[src/pkg/twmsc_pkg.sv]
package twmsc_pkg;
   // Overview of operation
   // [RULE1] enabling the controller turns both line pins into open-drain drivers
   // [RULE2] master rate field: 00 100 kHz, 01 400 kHz, 10 1 MHz
   // [RULE3] bus counts as idle only while clock and data are both high
   // [RULE4] start request waits for idle bus, sends start and address, then self-clears
   // [RULE5] master sets pending and holds clock low after address acknowledge
   // [RULE6] master write: clearing pending sends loaded byte, samples ack, holds again
   // [RULE7] master read: clear receives byte and holds; second clear sends chosen ack
   // [RULE8] stop request accepted only while busy; sent after pending clears, then self-clears
   // [RULE9] start plus stop while busy sends stop, start, address, then pending
   // [RULE10] repeated start allowed between bytes; start and stop writes refused mid-byte
   // [RULE11] busy set after start sent or matched; cleared on stop or disable
   // [RULE12] slave address match sets start flag and pending, clock held low
   // [RULE13] own address in identity bits 7..1; bit 0 adds general call address zero
   // [RULE14] slave transmit: clear sends byte, samples master ack, pending and hold
   // [RULE15] slave receive: byte received sets pending and holds until ack chosen
   // [RULE16] slave start and stop flags set by hardware, cleared by software
   // [RULE17] slave start seen mid-transfer abandons transfer and waits for address
   // [RULE18] ack control drives ninth bit when receiving, captures it when sending
   // [RULE19] interrupt flag on pending, or on stop flag in slave mode; enable gates it
   // [RULE20] disabling clears pending, start, stop and ack control
   // [RULE21] direction 0 write, 1 read; software-set as master, received as slave
   // [RULE22] data register write gives next byte; read gives last byte
   // [RULE23] reserved rate code falls back to 100 kHz
   localparam int unsigned REF_CLK_HZ = 200_000_000;
   localparam int unsigned RATE_STD_HZ = 100_000;
   localparam int unsigned RATE_FAST_HZ = 400_000;
   localparam int unsigned RATE_FPLUS_HZ = 1_000_000;
   localparam int CNT_W = 10;
   localparam logic [15:0] OFS_CR = 16'h4028;
   localparam logic [15:0] OFS_ID = 16'h4029;
   localparam logic [15:0] OFS_DR = 16'h402A;
   localparam logic [15:0] OFS_SR = 16'h402B;
   localparam logic [7:0] ID_RESET = 8'hAA;
   localparam int CR_EN = 7;
   localparam int CR_MS = 6;
   localparam int CR_RATE_HI = 2;
   localparam int CR_RATE_LO = 1;
   localparam int CR_IE = 0;
   localparam int ID_GC = 0;
   localparam int SR_DIR = 6;
   localparam int SR_STA = 4;
   localparam int SR_STP = 3;
   localparam int SR_PEND = 2;
   localparam int SR_ACK = 1;
   localparam int BYTE_MSB = 7;
   localparam logic [1:0] RATE_FAST = 2'h1;
   localparam logic [1:0] RATE_FPLUS = 2'h2;
   localparam logic [6:0] GC_ADDR = 7'h00;
   localparam logic [3:0] BIT_LAST = 4'h7;
   localparam logic [3:0] BIT_ACK = 4'h8;
   typedef enum logic [3:0] {
      ST_IDLE, ST_MWAIT, ST_MSTART, ST_MBIT, ST_MHOLD, ST_MSTOP, ST_MRESTART, ST_SBIT, ST_SHOLD
   } twmsc_state_e;
   typedef struct packed {logic scl; logic sda;} twmsc_line_s;
   typedef struct packed {logic scl_o; logic scl_oe; logic sda_o; logic sda_oe;} twmsc_pin_out_s;
   typedef struct packed {logic [15:0] addr; logic [7:0] wdata; logic wr; logic rd;} twmsc_bus_req_s;
   typedef struct packed {logic enable; logic master; logic [1:0] rate; logic irq_en;} twmsc_ctrl_s;
endpackage

[src/verilog/twmsc_ctrl.sv]
// Implementation choice: strobed register access.
`timescale 1ns/10ps
module twmsc_ctrl #(
   parameter int unsigned CLK_HZ = twmsc_pkg::REF_CLK_HZ
) (
   // clock and reset
   input wire logic ref_clk,
   input wire logic rst_n,
   // register port
   input wire twmsc_pkg::twmsc_bus_req_s bus_req,
   output logic [7:0] bus_rdata,
   // two-wire lines
   input wire twmsc_pkg::twmsc_line_s line_i,
   output twmsc_pkg::twmsc_pin_out_s line_o,
   // pin mode and interrupt
   output logic open_drain_en,
   output logic irq
);
   import twmsc_pkg::*;

   localparam logic [CNT_W-1:0] HALF_STD = CNT_W'((CLK_HZ + 2 * RATE_STD_HZ - 1) / (2 * RATE_STD_HZ) - 1);
   localparam logic [CNT_W-1:0] HALF_FAST = CNT_W'((CLK_HZ + 2 * RATE_FAST_HZ - 1) / (2 * RATE_FAST_HZ) - 1);
   localparam logic [CNT_W-1:0] HALF_FPLUS = CNT_W'((CLK_HZ + 2 * RATE_FPLUS_HZ - 1) / (2 * RATE_FPLUS_HZ) - 1);

   if ((CLK_HZ + 2 * RATE_STD_HZ - 1) / (2 * RATE_STD_HZ) > 2 ** CNT_W || CLK_HZ < 8 * RATE_FPLUS_HZ) begin
      $error("twmsc_ctrl: CLK_HZ out of range for the half-period counter");
   end

   typedef struct packed {
      twmsc_line_s s1;
      twmsc_line_s s2;
      twmsc_line_s s3;
      twmsc_ctrl_s cr;
      logic [6:0] own;
      logic gc;
      logic [7:0] data;
      logic [7:0] sreg;
      logic busy;
      logic dir;
      logic sta;
      logic stp;
      logic pend;
      logic ack;
      twmsc_state_e st;
      logic [3:0] bitn;
      logic ph;
      logic addr;
      logic [CNT_W-1:0] cnt;
      logic [7:0] rdata;
      logic scl_drv;
      logic sda_drv;
   } twmsc_regs_s;

   localparam twmsc_regs_s REGS_RST = '{s1: '1, s2: '1, s3: '1, own: ID_RESET[7:1], gc: ID_RESET[ID_GC],
      st: ST_IDLE, default: '0};

   twmsc_regs_s q;
   twmsc_regs_s d;
   logic bus_idle;
   logic scl_rise;
   logic scl_fall;
   logic start_det;
   logic stop_det;
   logic tick;
   logic xfer;
   logic tx;
   logic irq_flag;
   logic [7:0] w;
   logic [7:0] sr_val;

   function automatic logic [CNT_W-1:0] half_last(input logic [1:0] rate);
      case (rate)
         RATE_FAST: half_last = HALF_FAST;
         RATE_FPLUS: half_last = HALF_FPLUS;
         default: half_last = HALF_STD; // [RULE2] [RULE23]
      endcase
   endfunction

   assign w = bus_req.wdata;
   assign bus_idle = q.s2.scl && q.s2.sda; // [RULE3]
   assign scl_rise = q.s2.scl && !q.s3.scl;
   assign scl_fall = !q.s2.scl && q.s3.scl;
   assign start_det = q.s2.scl && q.s3.scl && !q.s2.sda && q.s3.sda;
   assign stop_det = q.s2.scl && q.s3.scl && q.s2.sda && !q.s3.sda;
   assign tick = q.cnt >= half_last(q.cr.rate);
   assign xfer = !(q.st == ST_IDLE || q.st == ST_MHOLD);
   assign tx = q.cr.master ? (q.addr || !q.dir) : (!q.addr && q.dir); // [RULE21]
   assign irq_flag = q.pend || (!q.cr.master && q.stp); // [RULE19]
   assign sr_val = {q.busy, q.dir, 1'b0, q.sta, q.stp, q.pend, q.ack, irq_flag};

   always_comb begin
      d = q;
      d.s1 = line_i;
      d.s2 = q.s1;
      d.s3 = q.s2;
      d.cnt = CNT_W'(q.cnt + 1'b1);
      if (bus_req.rd) begin
         case (bus_req.addr)
            OFS_CR: d.rdata = {q.cr.enable, q.cr.master, 3'h0, q.cr.rate, q.cr.irq_en};
            OFS_ID: d.rdata = {q.own, q.gc};
            OFS_DR: d.rdata = q.data; // [RULE22]
            OFS_SR: d.rdata = sr_val;
            default: d.rdata = 8'h00;
         endcase
      end
      if (bus_req.wr) begin
         case (bus_req.addr)
            OFS_CR: begin
               d.cr.enable = w[CR_EN];
               d.cr.master = w[CR_MS];
               d.cr.rate = w[CR_RATE_HI:CR_RATE_LO];
               d.cr.irq_en = w[CR_IE];
            end
            OFS_ID: begin
               d.own = w[7:1]; // [RULE13]
               d.gc = w[ID_GC];
            end
            OFS_DR: d.data = w; // [RULE22]
            OFS_SR: begin
               if (q.cr.master) begin
                  d.dir = w[SR_DIR]; // [RULE21]
                  if (!xfer) begin
                     d.sta = w[SR_STA]; // [RULE10]
                     if (!w[SR_STP] || q.busy) begin
                        d.stp = w[SR_STP]; // [RULE8]
                     end
                  end
               end else begin
                  if (!w[SR_STA]) begin
                     d.sta = 1'b0; // [RULE16]
                  end
                  if (!w[SR_STP]) begin
                     d.stp = 1'b0;
                  end
               end
               if (!w[SR_PEND]) begin
                  d.pend = 1'b0;
               end
               d.ack = w[SR_ACK]; // [RULE18]
            end
            default: ;
         endcase
      end
      case (q.st)
         ST_IDLE: begin
            if (q.cr.master && q.sta) begin
               d.st = ST_MWAIT;
            end
         end
         ST_MWAIT: begin
            d.cnt = '0;
            if (bus_idle) begin
               d.st = ST_MSTART; // [RULE4]
               d.sreg = {q.own, q.dir};
               d.addr = 1'b1;
            end
         end
         ST_MSTART: begin
            if (tick) begin
               d.st = ST_MBIT;
               d.bitn = '0;
               d.ph = 1'b0;
               d.cnt = '0;
               d.busy = 1'b1; // [RULE11]
            end
         end
         ST_MBIT: begin
            if (!q.ph) begin
               if (tick) begin
                  d.ph = 1'b1;
                  d.cnt = '0;
               end
            end else if (!q.s2.scl) begin
               d.cnt = '0;
            end else if (tick) begin
               d.ph = 1'b0;
               d.cnt = '0;
               if (q.bitn != BIT_ACK) begin
                  d.sreg = {q.sreg[6:0], q.s2.sda};
                  d.bitn = 4'(q.bitn + 4'h1);
                  if (q.bitn == BIT_LAST && !tx) begin
                     d.data = {q.sreg[6:0], q.s2.sda}; // [RULE7]
                     d.pend = 1'b1;
                     d.st = ST_MHOLD;
                  end
               end else begin
                  if (tx) begin
                     d.ack = q.s2.sda; // [RULE18]
                  end
                  d.pend = 1'b1; // [RULE5] [RULE6]
                  d.st = ST_MHOLD;
                  d.bitn = '0;
                  if (q.addr) begin
                     d.sta = 1'b0; // [RULE4]
                     d.addr = 1'b0;
                  end
               end
            end
         end
         ST_MHOLD: begin
            d.cnt = '0;
            d.ph = 1'b0;
            if (!q.pend) begin
               if (q.bitn == BIT_ACK) begin
                  d.st = ST_MBIT; // [RULE7]
               end else if (q.stp) begin
                  d.st = ST_MSTOP; // [RULE8]
               end else if (q.sta) begin
                  d.st = ST_MRESTART; // [RULE10]
               end else begin
                  d.st = ST_MBIT; // [RULE6]
                  if (!q.dir) begin
                     d.sreg = q.data;
                  end
               end
            end
         end
         ST_MSTOP, ST_MRESTART: begin
            if (!q.ph) begin
               if (tick) begin
                  d.ph = 1'b1;
                  d.cnt = '0;
               end
            end else if (!q.s2.scl) begin
               d.cnt = '0;
            end else if (tick) begin
               d.cnt = '0;
               d.ph = 1'b0;
               if (q.st == ST_MRESTART) begin
                  d.st = ST_MSTART;
                  d.sreg = {q.own, q.dir};
                  d.addr = 1'b1;
               end else begin
                  d.stp = 1'b0; // [RULE8]
                  d.busy = 1'b0; // [RULE11]
                  d.st = q.sta ? ST_MWAIT : ST_IDLE; // [RULE9]
               end
            end
         end
         ST_SBIT: begin
            if (scl_rise) begin
               if (q.bitn != BIT_ACK && !tx) begin
                  d.sreg = {q.sreg[6:0], q.s2.sda};
               end else if (q.bitn == BIT_ACK && tx) begin
                  d.ack = q.s2.sda; // [RULE18]
               end
            end
            if (scl_fall && q.ph) begin
               d.ph = 1'b0;
            end else if (scl_fall) begin
               if (q.bitn < BIT_LAST) begin
                  d.bitn = 4'(q.bitn + 4'h1);
                  if (tx) begin
                     d.sreg = {q.sreg[6:0], 1'b0};
                  end
               end else if (q.bitn == BIT_LAST) begin
                  d.bitn = BIT_ACK;
                  if (q.addr) begin
                     if (q.sreg[7:1] == q.own || (q.gc && q.sreg[7:1] == GC_ADDR)) begin // [RULE13]
                        d.sta = 1'b1; // [RULE12]
                        d.pend = 1'b1;
                        d.busy = 1'b1; // [RULE11]
                        d.dir = q.sreg[0]; // [RULE21]
                        d.st = ST_SHOLD;
                     end else begin
                        d.st = ST_IDLE;
                     end
                  end else if (!tx) begin
                     d.data = q.sreg; // [RULE15]
                     d.pend = 1'b1;
                     d.st = ST_SHOLD;
                  end
               end else begin
                  d.bitn = '0;
                  d.addr = 1'b0;
                  if (tx) begin
                     d.pend = 1'b1; // [RULE14]
                     d.st = ST_SHOLD;
                  end
               end
            end
         end
         ST_SHOLD: begin
            if (!q.pend) begin
               d.st = ST_SBIT;
               if (q.dir) begin
                  d.sreg = q.data; // [RULE14]
               end
            end
         end
         default: d.st = ST_IDLE;
      endcase
      if (!q.cr.master && q.cr.enable) begin
         if (start_det) begin
            d.st = ST_SBIT; // [RULE17]
            d.bitn = '0;
            d.addr = 1'b1;
            // the clock fall that closes the start carries no bit
            d.ph = 1'b1;
         end else if (stop_det) begin
            d.st = ST_IDLE;
            if (q.busy) begin
               d.stp = 1'b1; // [RULE16]
               d.busy = 1'b0; // [RULE11]
            end
         end
      end
      if (!d.cr.enable) begin
         d.st = ST_IDLE; // [RULE20]
         d.busy = 1'b0;
         d.pend = 1'b0;
         d.sta = 1'b0;
         d.stp = 1'b0;
         d.ack = 1'b0;
      end
      d.scl_drv = q.cr.enable && (q.st == ST_MHOLD || q.st == ST_SHOLD ||
         (!q.ph && (q.st == ST_MBIT || q.st == ST_MSTOP || q.st == ST_MRESTART))); // [RULE5] [RULE12]
      case (q.st)
         ST_MSTART, ST_MSTOP: d.sda_drv = q.cr.enable;
         ST_MBIT, ST_MHOLD, ST_SBIT, ST_SHOLD: begin
            if (q.bitn == BIT_ACK) begin
               d.sda_drv = q.cr.enable && !tx && !q.ack; // [RULE18]
            end else begin
               d.sda_drv = q.cr.enable && tx && !q.sreg[BYTE_MSB];
            end
         end
         default: d.sda_drv = 1'b0;
      endcase
   end

   always_ff @(posedge ref_clk or negedge rst_n) begin
      if (!rst_n) begin
         q <= REGS_RST;
      end else begin
         q <= d;
      end
   end

   assign bus_rdata = q.rdata;
   assign open_drain_en = q.cr.enable; // [RULE1]
   assign line_o = '{scl_o: 1'b0, scl_oe: q.scl_drv, sda_o: 1'b0, sda_oe: q.sda_drv};
   assign irq = irq_flag && q.cr.irq_en; // [RULE19]
endmodule

[config.mk]
export PLATFORM = sky130hd
export DESIGN_NAME = twmsc_ctrl
export DESIGN_NICKNAME = d
export VERILOG_FILES = /design/src/pkg/twmsc_pkg.sv /design/src/verilog/twmsc_ctrl.sv
export SDC_FILE = /design/constraint.sdc
export NUM_CORES = 1
export LEC_CHECK = 0
export BUFFER_PORTS_ARGS = -buffer_cell sky130_fd_sc_hd__buf_2
export CELL_PAD_IN_SITES_DETAIL_PLACEMENT = 1
export CELL_PAD_IN_SITES_GLOBAL_PLACEMENT = 2
export CORE_MARGIN = 4
export CORE_UTILIZATION = 38
export DETAILED_ROUTE_END_ITERATION = 8
export PLACE_DENSITY = 0.79
export SYNTH_ARGS = -nofsm -noshare
export SYNTH_HDL_FRONTEND = slang
export SYNTH_SLANG_ARGS = --single-unit
[constraint.sdc]
create_clock -name ref_clk -period 3.4 [get_ports ref_clk]
set_clock_uncertainty 0.1 [all_clocks]
set_input_delay 0.51 -clock ref_clk [delete_from_list [all_inputs] [get_ports ref_clk]]
set_output_delay 0.51 -clock ref_clk [all_outputs]
set_load 0.05 [all_outputs]
Word-level counts from Yosys, hierarchy flattened:

Cells that the tools add are included.

* memory bits (read-only): 0
* bits in writable memories: 0
* memories kept: 0
* output and inout bits: 14
* register bits after elaboration: 71
* input bits: 30
* latch bits: 0
* logic and storage cells: 272

* shift operators: 0
* bitwise logic cells: 0
* add/sub/neg operators: 2
* muxes and demuxes: 151
* eq/ne operators: 34
* multipliers: 0
* reduce and logical (&&, ||, !) cells: 55
* $lt $le $gt $ge: 2
* div/mod/pow operators: 0

Operators with widths (number)
* $mux W8: 25
* $mux W22: 4
* $mux W10: 7
* $eq A16 B15 Y1 const B: 4
* $mux W16: 4
* $mux W4: 16
* $mux W1: 58
* $pmux W8 S6: 1
* $pmux W10 S4: 1
* $mux W19: 2
* $mux W9: 4
* $ne A2 B2 Y1 const B: 16
* $pmux W4 S8: 1
* $pmux W8 S4: 1
* $logic_and A1 B1 Y1: 24
* $mux W12: 2
* $mux W21: 1
* $mux W3: 7
* $eq A4 B3 Y1 const B: 5
* $pmux W10 S2: 1
* $reduce_and A17 Y1: 1
* $pmux W8 S2: 1
* $mux W5: 3
* $logic_not A1 Y1: 12
* 26 further kinds: 43

Depth between registers and ports, before layout:

Gate-level depths: netlist of the first run.

* depth in word-level cells: 20
* gate-level depth with buffers: 10
* gate-level depth less buffers: 10

Worst setup path before layout of the first run:

OpenSTA, ideal clock, no wires.

* path type: register to register
* start: register q[61] (netlist name)
* end: register q[37] (netlist name)
* arrival time: 2.584 ns
* stages on the path, launching flop included: 10
* slack: 0.591 ns
* data required time: 3.175 ns
* period minus slack after synthesis: 2.809 ns
* library setup time: 0.125 ns
* path buffers: 0
* cells stage by stage: dfrtp_1 inv_1 ha_1 inv_1 ha_1 and2_1 a221oi_1 a211oi_1 or4_1 mux2_2

* cells in the longest elaborated chain, start to end: 5
* elaborated cells between the ends (all ways): 7
* classes of those cells: order compare: 1; eq/ne: 4; mux: 1; reduce/logical: 1

Ends and longest elaborated chain
* from (decl): line twmsc_ctrl.sv:57 `twmsc_regs_s q;`
* from (signal assigned): line twmsc_ctrl.sv:333 `q <= REGS_RST;`
* from (signal assigned): line twmsc_ctrl.sv:335 `q <= d;`
* $eq A2 B2 Y1 or $eq A2 B1 Y1 (tied branches): line twmsc_ctrl.sv:72 `case (rate)`
* $pmux W10 S2 *: line twmsc_ctrl.sv:72
* $ge A10 B10 Y1 *: line twmsc_ctrl.sv:85 `assign tick = q.cnt >= half_last(q.cr.rate);`
* $ne A2 B2 Y1 (no source line)
* $reduce_and A17 Y1 (no source line) *

Every way passes the cells marked *; elsewhere a longest branch is shown, timed or not.
A chain may end at the register's enable or synchronous reset.

==> impl_results.md, run 1 <==
* Status: finished clean
* Slowest stage cell, crit path: a2111oi_4
* Die area at 15,400 um2
* Final Hold Fails at 0
* Vias in the first global route at 5,107
* Primary FF master, synth: dfrtp_1
* Met3 usage at 4.42%
* Routability-driven placement congestion ratio at 0.903
* Die height at 124 um
* Placed insts at 775
* CTS clk-pin slew, worst paths at 60 ps
* Drt total wl at 18,500 um
* Diodes inserted at 0
* Final Cycle Share at 91.1%
* GR Util met1 at 32.5%
* I/O pin count at 44
* H-tree depth at 3
* Router iterations before antenna repair at 5
* Bufs on Longest Clock Path at 2
* DRC at 0
* Avg Vias per Cell at 6.16
* Async S/R FF share, synth at 100%
* Finished layout cell area at 5860 um2
* PostCTS Resize Cnt at 0
* Slowest cell delay on critical path at 500 ps
* Skew-Pair Late Insertion Delay at 350 ps
* RSZ-0062 raised after global routing: false
* Total GRT Usage at 24.1%
* Final setup TNS at 0 ps
* Slew headroom at 33.5%
* Crit end category: register
* Actual slew at the worst max-slew pin at 998 ps
* Site Rows at 42
* Minimum clock period at 3100 ps
* Leakage at 2.40 nW
* DP Wirelength at 14,100 um
* Layout Cells excl Fill at 790
* Worst setup margin at 304 ps
* Pin count of the biggest net entering global routing at 72
* Seq cells post-synth at 71
* Sequential area share after synthesis at 34.9%
* Mean Syn Cell Area at 9.01 um2
* Placed cell area at 5560 um2
* Max-cap check violation count at 0
* Synthesis Warnings at 0
* Core ar. at 13,200 um2
* Final Slew Violations at 0
* CP Class: register to register
* Pre-CTS setup slack at 376 ps
* Total power at 1.93 mW
* Area grow syn2layout at 14.2%
* Initial Util at 38.8%
* Power Density at 330 nW/um2
* Port buffer count at 41
* Num CTS Buffers at 9
* Max Freq at 323 MHz
* Drt initial violations at 414
* Share of post-route cells with drive strength above 1 at 21.3%
* CTS tree: built
* Yosys top cell by area: dfrtp_1
* GRT met2 Usage at 38.4%
* Initial antenna violation count at 1
* First-pass GRT wire length at 29,400 um
* Via Count at 4,868
* Worst Path Max Fanout at 8
* Final hold slack at 161 ps
* Cell Area, Synth at 5130 um2
* Critical Path, Cell by Cell: inv_1, ha_1, inv_1, ha_1, nand3_1, o22ai_1, o211ai_1, buf_4, a21o_1, a2111oi_4, o21ai_0
* Die Width at 124 um
* Post-CTS setup buffers at 0
* Worst Setup Start Kind: register
* Synth cell types at 77
* Crit path DAT at 3190 ps
* Hold_buf cts at 0
* Most common cell in the netlist: dfrtp_1
* Register Area at 1790 um2
* Grt ovf at 0
* Peak VDD IR at 0.165 mV
* Multi-input combinational cell area at 3020 um2
* Post-route ant nets at 0
* Root buf cell: clkbuf_16
* Commonest cells post-synth: dfrtp_1, a21oi_1, nand2_1
* Routed len/inst at 23.4 um
* Worst Path Required at 3500 ps
* CTS sink cnt at 71
* Fillers at 1,603
* Synth area leaders: dfrtp_1, dfstp_2, mux2_2
* Post-Syn Instances at 570
* Min-delay worst type: input pin to register
* Top-area cell type share of the netlist area at 29.7%
* GRT busiest layer: met2
* Final Setup Violations at 0
* EDFF count, synth at 0
* Fin nets at 653
* Utilization after layout at 44.3%
==> area by class of cell <==
type                    instances  area share, %
flip-flops and latches         71           30.5
multi-input cells             432           51.6
repair buffers                 72           7.51
well taps                     176           3.76
clock buffers                  10           4.08
inverters                      24           1.54
clock inverters                 5           1.00
==> metal layers <==
layer,routed length (um),part of all wire [%]
met4,584,3.2
met1,8270,45
met3,1040,5.6
met2,8610,46
met5,13,0.070
==> logic make-up after synthesis <==
logic type / share of synthesized area (%)
AO/OA/AOI/OAI: 25.7
XOR/XNOR: 3.61
flip-flops: 34.9
multiplexers: 9.70
other: 0.0730
buffers and inverters: 6.31
adder cells (fa/ha/maj): 3.36
AND/OR/NAND/NOR: 16.4
==> worst paths after layout <==
| check | depth (start not counted) | endpoint | from | slack (ps) |
|---|---|---|---|---|
| setup / recovery | 11 | q[48] | q[61] | 300 |
| hold / removal | 1 | d[68] | line_i[1] | 160 |
| setup reg to reg | 11 | q[48] | q[61] | 300 |
| hold reg to reg | 0 | d[66] | d[68] | 260 |
| max in group asynchronous | 1 | q[56] | rst_n | 2350 |
| min in group asynchronous | 1 | q[12] | rst_n | 200 |
==> placed cells by master, fill, tap and decap left out, types with 7 or more instances in the layout <==
cell type and n:
dfrtp_1 61, nand3_1 21, dfstp_2 10, clkbuf_16 9
nand4_1 7, mux2i_1 16, buf_2 40, a31oi_1 7
a211oi_1 9, buf_4 32, a22oi_1 15, o31ai_1 8
nor2_1 33, o21ai_0 40, xor2_1 9, ha_1 13
inv_1 24, xnor2_1 9, a21oi_1 42, nand2b_1 9
mux2_2 20, a221oi_1 7, nand2_1 42
==> sequential cells by signal, summed over array words and instances, names as in the netlist <==
| register | count |
|---|---|
| q | 56 |
| bus_rdata | 8 |
| d | 4 |
| line_o | 2 |
| open_drain_en | 1 |
==> power breakdown <==
| part | switching [mW] | internal [mW] | total (mW) |
|---|---|---|---|
| clock network | 0.397 | 0.584 | 0.981 |
| logic | 0.0558 | 0.0309 | 0.0867 |
| registers | 0.00975 | 0.855 | 0.865 |
==> worst max-delay path: cells and delay by family, from the launching register on <==
family | cells | cell delay [ps]
buffers and inverters | 3 | 370
AO/OA/AOI/OAI | 5 | 1430
flip-flops | 1 | 410
AND/OR/NAND/NOR | 1 | 70
adder cells (fa/ha/maj) | 2 | 570
Power figures use the tool's default switching activity.
==> run 2: changes to the inputs <==
--- a/config.mk
+++ b/config.mk
@@ -9,9 +9,10 @@
 export CELL_PAD_IN_SITES_DETAIL_PLACEMENT = 1
 export CELL_PAD_IN_SITES_GLOBAL_PLACEMENT = 2
 export CORE_MARGIN = 4
-export CORE_UTILIZATION = 38
+export CORE_UTILIZATION = 39
+export CTS_BUF_LIST = sky130_fd_sc_hd__clkbuf_2 sky130_fd_sc_hd__clkbuf_4 sky130_fd_sc_hd__clkbuf_8
 export DETAILED_ROUTE_END_ITERATION = 8
-export PLACE_DENSITY = 0.79
+export PLACE_DENSITY = 0.81
 export SYNTH_ARGS = -nofsm -noshare
 export SYNTH_HDL_FRONTEND = slang
 export SYNTH_SLANG_ARGS = --single-unit
==> run 2 against run 1 <==
Effect of this change: cell count down 0.51%; sequential share of layout area up 0.31 points; cell area down 1.0%; register-to-register slack about the same; non-clock buffer count down 1; first-iteration DRC count up 11%; clock-buffer cell count up 1; setup slack better by 8.5 ps; utilization up 1.2 points; hold slack worse by 35 ps; via count down 0.33%; critical path type unchanged; highest routed layer is now met4.
==> impl_results.md, run 2 (synthesized netlist as in run 1, its figures left out) <==
* Status: finished clean
* Worst Path Max Fanout at 9 (+1)
* Site Rows at 41 (-2.4%)
* Utilization after layout at 45.4% (+1.2 points)
* Routability-driven placement congestion ratio at 0.898 (-0.58%)
* Max Freq at 324 MHz (+0.27%)
* Slowest stage cell, crit path: dfrtp_1
* Drt total wl at 18,300 um (-1.1%)
* Largest register FFs at 56 (unchanged)
* Crit-path leading delay family: compound AO/OA/AOI/OAI gates
* Minimum clock period at 3090 ps (-8.49 ps)
* WP buf/inv at 3 (unchanged)
* Routed len/inst at 23.3 um (-0.58%)
* Final setup TNS at 0 ps (unchanged)
* Worst Path Required at 3550 ps (+50 ps)
* Initial Util at 40.2% (+1.4 points)
* Crit end category: register
* Finished layout cell area at 5800 um2 (-1.0%)
* Min-delay worst type: input pin to register
* Crit path DAT at 3240 ps (+50 ps)
* Post-route ant nets at 0 (unchanged)
* Area grow syn2layout at 13.0%
* Final Hold Fails at 0 (unchanged)
* Worst Setup Start Kind: register
* Drt initial violations at 460 (+11%)
* Pin count of the biggest net entering global routing at 72 (unchanged)
* First-pass GRT wire length at 29,100 um (-0.73%)
* Critical Path, Cell by Cell: inv_1, ha_1, inv_1, ha_1, and2_1, a221o_1, nand2_1, nand2_1, buf_4, o21ai_0, o2bb2ai_1
* Fin nets at 652 (-0.15%)
* Leakage at 2.38 nW (-0.90%)
* Initial antenna violation count at 0 (-1)
* Final Cycle Share at 90.8% (-0.25 points)
* RSZ-0062 raised after global routing: false
* Grt ovf at 0 (unchanged)
* Power Density at 315 nW/um2 (-4.5%)
* Actual slew at the worst max-slew pin at 960 ps (-37.5 ps)
* Commonest cells after routing, fill and taps aside: dfrtp_1, a21oi_1, nand2_1
* Bufs on Longest Clock Path at 2 (unchanged)
* Critical path depth at 11 (unchanged)
* RR Endpoint: q[40]
* R2r setup slk at 310 ps (about the same)
* Slew headroom at 36.0% (+2.5 points)
* Root buf cell: clkbuf_8
* Vias in the first global route at 4,999 (-2.1%)
* CTS clk-pin slew, worst paths at 80 ps (+20 ps)
* Setup crit end: q[40]
* DP Wirelength at 13,900 um (-0.95%)
* Router iterations before antenna repair at 5 (unchanged)
* Die Width at 123 um (-1.2%)
* Commonest non-fill, non-tap cell in the layout: dfrtp_1
* Port buffer count at 41 (unchanged)
* CTS sink cnt at 71 (unchanged)
* Peak VDD IR at 0.193 mV (+17%)
* Die height at 123 um (-1.2%)
* Hold_buf cts at 0 (unchanged)
* Worst Setup SP: q[61]
* CP Class: register to register
* Diodes inserted at 0 (unchanged)
* Core ar. at 12,800 um2 (-3.5%)
* CTS tree: built
* Reg with most FFs: q
* Final Slew Violations at 0 (unchanged)
* Die area at 15,100 um2 (-2.4%)
* Slowest cell delay on critical path at 420 ps (-80 ps)
* Total GRT Usage at 25.5% (+1.4 points)
* H-tree depth at 3 (unchanged)
* DRC at 0 (unchanged)
* Final Setup Violations at 0 (unchanged)
* Placed cell area at 5540 um2 (-0.49%)
* I/O pin count at 44 (unchanged)
* Via Count at 4,852 (-0.33%)
* Reg2reg path depth at 11 (unchanged)
* Avg Vias per Cell at 6.17 (+0.18%)
* Num CTS Buffers at 9 (unchanged)
* Worst r2r src: q[61]
* Share of post-route cells with drive strength above 1 at 21.3% (unchanged)
* Max-cap check violation count at 0 (unchanged)
* Skew-Pair Late Insertion Delay at 380 ps (+30 ps)
-- run 2: where the power goes --
group          leakage [nW]  total [mW]  internal, mW  switching, mW
clock                 0.123       0.877         0.517          0.360
combinational          1.36      0.0865        0.0309         0.0556
sequential            0.896       0.863         0.854        0.00915
total                  2.38        1.83          1.40          0.424
-- run 2: area by class of cell --
type                            count  area, um2
Fill cell                        1490       6970
Clock buffer                       11        145
Inverter                           24       90.1
Tap cell                          172        215
Multi-Input combinational cell    432       3020
Sequential cell                    71       1790
Clock inverter                      5        106
Timing Repair Buffer               71        433
-- run 2: worst min-delay path by stage --
stage / depth (start not counted) / start / to / slack, ps
floorplan: 0 / rst_n / bus_rdata[0] / 110
global placement: 0 / d[67] / d[65] / 250
detailed placement: 0 / d[68] / d[66] / 250
CTS: 1 / line_i[1] / d[68] / 110
global route: 1 / line_i[1] / d[68] / 120
finish: 1 / line_i[1] / d[68] / 130
-- run 2: worst register-to-register path: stages (launching register included) --
cell       delay, ps
dfrtp_1          420
inv_1             60
ha_1             280
inv_1            110
ha_1             270
and2_1           170
a221o_1          410
nand2_1          260
nand2_1          140
buf_4            190
o21ai_0          410
o2bb2ai_1        140
-- run 2: layer usage --
layer	global-route usage, %	wire length (um)	share of wire [%]
met1	35.0	8210	45
met2	41.4	8780	48
met3	3.13	954	5.2
met4	8.96	374	2.0
met5	0	0	0
-- run 2: metrics by stage --
stage | setup slack (ps) | hold slack [ps] | instances | total power [mW]
finish | 312 | 126 | 786 | 1.83
global route | 75.3 | 122 | 786 | 1.89
CTS | 291 | 113 | 784 | 1.85
detailed placement | 315 | 249 | 768 | 0.966
global placement | 457 | 246 | 768 | 0.964
floorplan | 591 | 114 | 571 | 0.916
-- run 2: what timing repair did --
item / in CTS / in global routing
setup endpoints to repair: 0 / 1
resized for setup: 0 / 0
buffers inserted: 0 / 2
